## src/rtl/nus_regs.svh

```systemverilog
`ifndef NUS_REGS_SVH
`define NUS_REGS_SVH

// Store geometry
`define NUS_PAGES        8
`define NUS_PAGE_W       3
`define NUS_PAGE_BITS    128
`define NUS_BYTE_W       8
`define NUS_BYTE_SEL_W   4
`define NUS_ADDR_W       7
`define NUS_PAGE_SEL_HI  6
`define NUS_PAGE_SEL_LO  4
`define NUS_BYTE_SEL_HI  3
`define NUS_BYTE_SEL_LO  0

// Serial programming frame: data, then page, then encryption flag
`define NUS_FRAME_W      132
`define NUS_FRAME_DATA_LO 0
`define NUS_FRAME_PAGE_LO 128
`define NUS_FRAME_ENC    131

// Test-port pin synchroniser lanes
`define NUS_PIN_N        5
`define NUS_PIN_TCK      0
`define NUS_PIN_TDI      1
`define NUS_PIN_SHIFT    2
`define NUS_PIN_UPDATE   3
`define NUS_PIN_SEL      4

// Timing: times in their own units, cycles derived from the clock rate
`define NUS_CLK_MHZ      40
`define NUS_SETTLE_NS    1000
`define NUS_SETTLE_CYC   ((`NUS_SETTLE_NS * `NUS_CLK_MHZ + 999) / 1000)
`define NUS_PROG_US      100
`define NUS_PROG_CYC     (`NUS_PROG_US * `NUS_CLK_MHZ)
`define NUS_CNT_W        12
`define NUS_CNT_ONE      12'h001
`define NUS_CNT_ZERO     12'h000

`endif

```

## src/rtl/nus_pkg.sv

```systemverilog
package nus_pkg;
    typedef logic [7:0]   nus_byte_t;
    typedef logic [127:0] nus_page_t;
    typedef logic [2:0]   nus_page_idx_t;
    typedef enum logic [2:0] {
        NUS_IDLE,
        NUS_PWR_DN,
        NUS_DECRYPT,
        NUS_WRITE,
        NUS_PWR_UP
    } nus_state_e;
endpackage

```

## src/rtl/nus_page_store.sv

```systemverilog
`timescale 1ns/1ps
`include "nus_regs.svh"

module nus_page_store
    import nus_pkg::*;
(
    input  wire logic                        i_clk_sys,
    input  wire logic                        i_rst_n,
    input  wire logic                        i_ce,
    input  wire logic                        i_wr_en,
    input  wire nus_page_idx_t               i_wr_page,
    input  wire nus_page_t                   i_wr_data,
    input  wire logic                        i_rd_en,
    input  wire logic [`NUS_ADDR_W-1:0]      i_rd_addr,
    output nus_byte_t                        o_rd_byte
);

    nus_page_t mem [`NUS_PAGES];
    nus_page_idx_t               rd_page;
    logic [`NUS_BYTE_SEL_W-1:0]  rd_sel;

    assign rd_page = i_rd_addr[`NUS_PAGE_SEL_HI:`NUS_PAGE_SEL_LO];
    assign rd_sel  = i_rd_addr[`NUS_BYTE_SEL_HI:`NUS_BYTE_SEL_LO];

    ////////////////////////////////////////////////////////////////////////
    // Page cells: no reset, contents survive it as a nonvolatile store would
    genvar p;
    generate
        for (p = 0; p < `NUS_PAGES; p++) begin : g_page
            always_ff @(posedge i_clk_sys) begin
                if (i_ce && i_wr_en && i_wr_page == nus_page_idx_t'(p)) begin
                    mem[p] <= i_wr_data;
                end
            end

        end
    endgenerate

    ////////////////////////////////////////////////////////////////////////
    // Byte pick, one clock after the request
    always_ff @(posedge i_clk_sys) begin
        if (!i_rst_n) begin
            o_rd_byte <= '0;
        end else if (i_ce && i_rd_en) begin
            o_rd_byte <= mem[rd_page][rd_sel*`NUS_BYTE_W +: `NUS_BYTE_W];
        end
    end
endmodule

```

## src/rtl/nus_user_store.sv

```systemverilog
`timescale 1ns/1ps
`include "nus_regs.svh"

// How it works
// - The store holds 1 kbit as eight independent pages of 128 bits each.
// - Core logic can read the store during normal operation.
// - Each page is programmed alone, and its data may arrive AES-128 encrypted or plain.
// - Only the boundary-scan test port can write the store; the core has no write path.
// - While a page is programmed the core is held powered down by this controller.

module nus_user_store
    import nus_pkg::*;
(
    input  wire logic                        i_clk_sys,
    input  wire logic                        i_rst_n,
    input  wire logic                        i_ce,
    // Core read port
    input  wire logic                        i_rd_en,
    input  wire logic [`NUS_ADDR_W-1:0]      i_rd_addr,
    output nus_byte_t                        o_rd_data,
    output logic                             o_rd_valid,
    // Boundary-scan test port pins (asynchronous)
    input  wire logic                        i_tap_tck,
    input  wire logic                        i_tap_tdi,
    input  wire logic                        i_tap_shift,
    input  wire logic                        i_tap_update,
    input  wire logic                        i_tap_prog_sel,
    // Block decrypt engine handshake
    output logic                             o_aes_req,
    output nus_page_t                        o_aes_cipher,
    input  wire logic                        i_aes_done,
    input  wire nus_page_t                   i_aes_plain,
    // Status
    output logic                             o_core_pwr_dn,
    output logic                             o_prog_busy
);

    ////////////////////////////////////////////////////////////////////////
    // Pin synchronisers: stage one feeds stage two and nothing else
    logic [`NUS_PIN_N-1:0] pin_raw;
    logic [`NUS_PIN_N-1:0] pin_m;
    logic [`NUS_PIN_N-1:0] pin_s;
    logic [`NUS_PIN_N-1:0] pin_d;

    assign pin_raw[`NUS_PIN_TCK]    = i_tap_tck;
    assign pin_raw[`NUS_PIN_TDI]    = i_tap_tdi;
    assign pin_raw[`NUS_PIN_SHIFT]  = i_tap_shift;
    assign pin_raw[`NUS_PIN_UPDATE] = i_tap_update;
    assign pin_raw[`NUS_PIN_SEL]    = i_tap_prog_sel;

    genvar b;
    generate
        for (b = 0; b < `NUS_PIN_N; b++) begin : g_sync
            always_ff @(posedge i_clk_sys) begin
                if (!i_rst_n) begin
                    pin_m[b] <= 1'b0;
                    pin_s[b] <= 1'b0;
                    pin_d[b] <= 1'b0;
                end else if (i_ce) begin
                    pin_m[b] <= pin_raw[b];
                    pin_s[b] <= pin_m[b];
                    pin_d[b] <= pin_s[b];                    // Edge history only
                end
            end
        end
    endgenerate

    logic tck_rise;
    logic upd_rise;
    assign tck_rise = pin_s[`NUS_PIN_TCK] & ~pin_d[`NUS_PIN_TCK];
    assign upd_rise = pin_s[`NUS_PIN_UPDATE] & ~pin_d[`NUS_PIN_UPDATE];

    ////////////////////////////////////////////////////////////////////////
    // Serial frame shifted in LSB first on each test clock rise while shift is high
    logic [`NUS_FRAME_W-1:0] frame;

    always_ff @(posedge i_clk_sys) begin
        if (!i_rst_n) begin
            frame <= '0;
        end else if (i_ce && tck_rise && pin_s[`NUS_PIN_SHIFT]) begin
            frame <= {pin_s[`NUS_PIN_TDI], frame[`NUS_FRAME_W-1:1]};
        end
    end

    // Only an update with the programming instruction selected starts a write
    logic go;
    assign go = upd_rise & pin_s[`NUS_PIN_SEL];

    ////////////////////////////////////////////////////////////////////////
    // Programming sequencer
    nus_state_e               state;
    nus_state_e               next_state;
    logic [`NUS_CNT_W-1:0]    cnt;
    logic                     cnt_done;
    logic                     enc_flag;
    nus_page_idx_t            wr_page;
    nus_page_t                wr_data;
    logic                     wr_en;

    assign cnt_done = (cnt == `NUS_CNT_ZERO);

    // Next state; new frames are ignored until the sequence is back in idle
    always_comb begin
        next_state = state;
        case (state)
            NUS_IDLE: begin
                if (go) begin
                    next_state = NUS_PWR_DN;
                end
            end
            NUS_PWR_DN: begin
                if (cnt_done) begin
                    next_state = enc_flag ? NUS_DECRYPT : NUS_WRITE;
                end
            end
            NUS_DECRYPT: begin
                if (i_aes_done) begin
                    next_state = NUS_WRITE;
                end
            end
            NUS_WRITE: begin
                if (cnt_done) begin
                    next_state = NUS_PWR_UP;
                end
            end
            NUS_PWR_UP: begin
                if (cnt_done) begin
                    next_state = NUS_IDLE;
                end
            end
            default: begin
                next_state = NUS_IDLE;
            end
        endcase
    end

    always_ff @(posedge i_clk_sys) begin
        if (!i_rst_n) begin
            state <= NUS_IDLE;
        end else if (i_ce) begin
            state <= next_state;
        end
    end

    // Wait counter, reloaded on each entry to a timed state
    always_ff @(posedge i_clk_sys) begin
        if (!i_rst_n) begin
            cnt <= `NUS_CNT_ZERO;
        end else if (i_ce) begin
            if (state != next_state && next_state == NUS_WRITE) begin
                cnt <= `NUS_CNT_W'(`NUS_PROG_CYC - 1);
            end else if (state != next_state && (next_state == NUS_PWR_DN ||
                                                 next_state == NUS_PWR_UP)) begin
                cnt <= `NUS_CNT_W'(`NUS_SETTLE_CYC - 1);
            end else if (!cnt_done) begin
                cnt <= cnt - `NUS_CNT_ONE;
            end
        end
    end

    // Frame capture at start; decrypted text replaces cipher text on return
    always_ff @(posedge i_clk_sys) begin
        if (!i_rst_n) begin
            enc_flag <= 1'b0;
            wr_page  <= '0;
            wr_data  <= '0;
        end else if (i_ce) begin
            if (state == NUS_IDLE && go) begin
                enc_flag <= frame[`NUS_FRAME_ENC];
                wr_page  <= frame[`NUS_FRAME_PAGE_LO +: `NUS_PAGE_W];
                wr_data  <= frame[`NUS_FRAME_DATA_LO +: `NUS_PAGE_BITS];
            end else if (state == NUS_DECRYPT && i_aes_done) begin
                wr_data  <= i_aes_plain;
            end
        end
    end

    // Cipher block held steady for the engine while it works
    always_ff @(posedge i_clk_sys) begin
        if (!i_rst_n) begin
            o_aes_cipher <= '0;
        end else if (i_ce && state == NUS_IDLE && go) begin
            o_aes_cipher <= frame[`NUS_FRAME_DATA_LO +: `NUS_PAGE_BITS];
        end
    end

    assign o_aes_req = (state == NUS_DECRYPT);

    // One write pulse at the end of the programming time, core already down
    assign wr_en = (state == NUS_WRITE) && cnt_done;

    // Core held down from the start until the power-up settle ends
    always_ff @(posedge i_clk_sys) begin
        if (!i_rst_n) begin
            o_core_pwr_dn <= 1'b0;
        end else if (i_ce) begin
            o_core_pwr_dn <= (next_state != NUS_IDLE);
        end
    end

    assign o_prog_busy = (state != NUS_IDLE);

    ////////////////////////////////////////////////////////////////////////
    // Core read path; a powered-down core gets no answer
    logic rd_take;
    assign rd_take = i_rd_en & ~o_core_pwr_dn;

    always_ff @(posedge i_clk_sys) begin
        if (!i_rst_n) begin
            o_rd_valid <= 1'b0;
        end else if (i_ce) begin
            o_rd_valid <= rd_take;
        end
    end

    nus_page_store u_store (
        .i_clk_sys (i_clk_sys),
        .i_rst_n   (i_rst_n),
        .i_ce      (i_ce),
        .i_wr_en   (wr_en),
        .i_wr_page (wr_page),
        .i_wr_data (wr_data),
        .i_rd_en   (rd_take),
        .i_rd_addr (i_rd_addr),
        .o_rd_byte (o_rd_data)
    );
endmodule

```

## config.mk

```make
export PLATFORM = sky130hd
export DESIGN_NAME = nus_user_store
export DESIGN_NICKNAME = d
export VERILOG_FILES = /design/src/rtl/nus_pkg.sv /design/src/rtl/nus_page_store.sv /design/src/rtl/nus_user_store.sv
export VERILOG_INCLUDE_DIRS = /design/src /design/src/rtl
export SDC_FILE = /design/constraint.sdc
export NUM_CORES = 2
export LEC_CHECK = 0
export ABC_AREA = 0
export BUFFER_PORTS_ARGS = -buffer_cell sky130_fd_sc_hd__buf_2
export CAP_MARGIN = 20
export CORE_ASPECT_RATIO = 0.7
export CORE_MARGIN = 2
export CORE_UTILIZATION = 60
export CTS_BUF_LIST = sky130_fd_sc_hd__clkbuf_8
export CTS_CLUSTER_DIAMETER = 120
export DETAILED_ROUTE_END_ITERATION = 8
export PLACE_DENSITY = 0.75
export REMOVE_ABC_BUFFERS = 1
export SLEW_MARGIN = 10
export SYNTH_ARGS = -nofsm -noshare
export SYNTH_HDL_FRONTEND = slang
export SYNTH_SLANG_ARGS = --single-unit
```

## constraint.sdc

```tcl
create_clock -name i_clk_sys -period 30.4 [get_ports i_clk_sys]
set_clock_uncertainty 0.15 [all_clocks]
set_input_delay 6.08 -clock i_clk_sys [delete_from_list [all_inputs] [get_ports i_clk_sys]]
set_output_delay 6.08 -clock i_clk_sys [all_outputs]
set_load 0.02 [all_outputs]
```

==> flow_summary.json <==
{
  "min_period_ps": 9540,
  "cts_max_path_buffers": 3,
  "fp.dieW_um": 369,
  "grt.total_usage_pct": 27.9,
  "relSlewSlack_pct": 26.5,
  "synth_async_sr_flop_share_pct": 0,
  "grt_pass1_wl_um": 201000,
  "worst_pin_slew_ps": 1100,
  "status": "finished clean",
  "wire_per_inst_um": 23.8,
  "synthesis.area_um2": 55900,
  "placed_cell_area_um2": 58100,
  "p_sw_share_pct": 23.3,
  "ys_seq_area_share_pct": 70.4,
  "crit_arrival_ps": 9890,
  "path_common_cell": "buf_4",
  "setup_violations": 0,
  "rows": 93,
  "finalWeightedCongestion": 0.880,
  "p_seq_share_pct": 56.9,
  "start_util_pct": 60.7,
  "pwr-share-clk_pct": 37.3,
  "power.density_nw_per_um2": 61.5,
  "io_pins": 285,
  "path_depth": 5,
  "critical_path_buf_inv_count": 3,
  "place_hpwl_um": 81500,
  "final_antenna_net_count": 0,
  "cts_tree": "built",
  "nNetsFinal": 4330,
  "slowest_stage": "nor2_4",
  "fmax_mhz": 105,
  "wl_met1_um": 56100,
  "worstRegToRegCells": 9,
  "grt_pass1_vias": 33100,
  "route.met3.wl_um": 15600,
  "fp.dieArea_um2": 95700,
  "p_leak_nw": 20.8,
  "required_ps": 30750,
  "cts_sinks": 1453,
  "ff2ff_setup_slack_ps": 25250,
  "cpPeakStageDelay_ps": 960,
  "syn_inst": 3908,
  "slew_violations": 0,
  "port-buffer-count": 284,
  "min_path_type": "reg -> reg",
  "clock_latency_ps": 890,
  "period_share_pct": 31.4,
  "path_clk_slew_ps": 60,
  "crit_type": "in -> reg",
  "avgSynthCellArea_um2": 14.3,
  "design_area_um2": 61900,
  "comb_power_share_pct": 5.9,
  "n_fill_cell": 6472,
  "power.internal_w": 0.00292,
  "grt_max_degree": 183,
  "route.detailed.drc": 0,
  "die_y_um": 259,
  "cp-start-kind": "input port",
  "drive_above_1_share_pct": 18.8,
  "antenna_found_initial": 5,
  "yosysWarningCount": 0,
  "peakVddDrop_mv": 0.0512,
  "area_growth_pct": 10.7,
  "hold_viol": 0,
  "critPathMaxFanout": 55,
  "worstSetupEndpointType": "register",
  "postCtsSetupRepairBufs": 0,
  "crit_chain": "buf_2, nand4_1, nor2_4, buf_4, buf_4",
  "gr-total-overflow": 0,
  "hold_buffers": 0,
  "dr_wl_met2_um": 59300,
  "synth_ff_type": "edfxtp_1",
  "vias_per_cell": 6.13,
  "cts-root-buf": "clkbuf_8",
  "core-area_um2": 92200,
  "drt_first_pass_iters": 6,
  "routed_wl_um": 133000,
  "dr_total_vias": 34300,
  "synth-edff-count": 1024,
  "synth_seq_cells": 1453,
  "setup_tns_ps": 0,
  "holdPathStages": 2,
  "netSwitchingPower_w": 0.000888,
  "maxUsedRoutingLayer": "met4",
  "numCtsBuffers": 204,
  "cts_resized": 0,
  "path_delay_family": "buffers and inverters",
  "h-tree-depth": 4,
  "initialDrtViolationCount": 4191,
  "synth.distinct_cells": 75,
  "rsz0062_at_grt": "no",
  "max_cap_viol_count": 0
}
## power by group through the flow
stage	combinational, W	clock [W]	sequential [W]
floorplan	0.000144	0	0.00219
global placement	0.000217	0	0.00220
detailed placement	0.000220	0	0.00221
CTS	0.000221	0.00144	0.00216
global route	0.000243	0.00153	0.00217
finish	0.000223	0.00142	0.00216
## through the flow
step | hold slack, ps | total power (W) | cells | util, % | worst slack [ps]
after floorplan | 281 | 0.00234 | 3644 | - | 14370
after global placement | 290 | 0.00242 | 5213 | 63.0 | 20110
after detailed placement | 294 | 0.00243 | 5213 | 63.0 | 19950
after CTS | 298 | 0.00383 | 5595 | 67.1 | 20940
after global routing | 317 | 0.00394 | 5596 | 67.2 | 20720
final | 292 | 0.00381 | 5598 | 67.2 | 20860
## synth_stat cells, types with 5 or more instances
master | n | area [µm²]
edfxtp_1 | 1024 | 30700
nand2_1 | 837 | 3140
dfxtp_1 | 429 | 8590
a21oi_1 | 291 | 1460
mux2i_1 | 196 | 1960
mux4_2 | 183 | 4120
nor2_1 | 175 | 657
clkbuf_1 | 146 | 548
a311oi_1 | 134 | 1170
a22oi_1 | 54 | 405
buf_2 | 48 | 240
nand3_1 | 30 | 150
buf_6 | 29 | 327
o21ai_0 | 29 | 145
o22ai_1 | 25 | 156
buf_4 | 20 | 150
nor3_1 | 20 | 100
buf_1 | 17 | 63.8
nor2b_1 | 16 | 100
a31oi_1 | 14 | 87.6
nand2b_1 | 14 | 87.6
nand4_1 | 14 | 87.6
nor4_1 | 11 | 68.8
o2111ai_1 | 10 | 87.6
a211oi_1 | 9 | 67.6
inv_1 | 9 | 33.8
o221ai_1 | 9 | 78.8
mux2_2 | 8 | 90.1
and2_1 | 7 | 43.8
or3_1 | 7 | 43.8
and3_1 | 6 | 37.5
a22o_1 | 5 | 43.8
nand3b_1 | 5 | 37.5
o31ai_1 | 5 | 37.5
## cell families after synthesis
family / share of synthesized area (%)
compound gates: 7.38
mux: 11.0
buf+inv: 2.55
flops: 70.4
simple gates: 8.65
fa+ha+maj: 0.0224
## registers in the layout, indices dropped and copies added (netlist names), 2 cells and up
signal and flops:
wr_page 3, pin_d 2, o_aes_cipher 128, cnt 12, state 3, u_store.o_rd_byte 8, frame 132, pin_m 5
pin_s 5, u_store.mem 1024, wr_data 128
## cell type report
class                           count  area [µm²]  share of cell area (%)
Clock inverter                    159         759                    1.23
Sequential cell                  1453       39300                    63.6
Clock buffer                      223        3070                    4.96
Tap cell                         1235        1550                    2.50
Timing Repair Buffer              334        1880                    3.04
Antenna cell                        3        7.51                  0.0121
Inverter                           10        45.0                  0.0728
Multi-Input combinational cell   2181       15200                    24.6
## worst register-to-register path, cell delays in order, from the launching register on
cell,delay (ps)
dfxtp_1,330
inv_1,60
ha_1,200
nor4b_4,360
nand3_2,220
nor3_1,400
nand4_1,430
nor2_4,960
buf_4,910
buf_4,730
## path summary, 6_finish.rpt
check | startpoint | endpoint
worst max-delay path | i_ce | u_store.mem[5][25]
worst min-delay path | frame[129] | wr_page[1]
worst max register to register | cnt[0] | u_store.mem[5][25]
worst min register to register | frame[129] | wr_page[1]
## layer usage
metal / vias to the layer above / track usage [%]
met1: 17000 / 41.9
met5: - / 0
met4: 0 / 8.10
met3: 182 / 7.42
met2: 1802 / 40.6
li1: 15300 / -
## layout by cell type (no fill, tap or decap), types with 7 or more instances in the layout
master	count
a211oi_1	9
a21oi_1	291
a22oi_1	54
a311oi_1	134
a31oi_1	14
buf_2	280
buf_4	47
clkbuf_8	223
clkinv_1	30
clkinv_2	16
dfxtp_1	429
edfxtp_1	1024
inv_1	110
mux2_2	8
mux2i_1	196
mux4_2	183
nand2_1	835
nand2b_1	14
nand3_1	30
nand4_1	14
nor2_1	167
nor2_4	8
nor2b_1	16
nor3_1	18
nor4_1	11
o2111ai_1	10
o21ai_0	29
o221ai_1	9
o22ai_1	25
or3_1	7
Note: power is estimated with default switching activity, not from simulation.
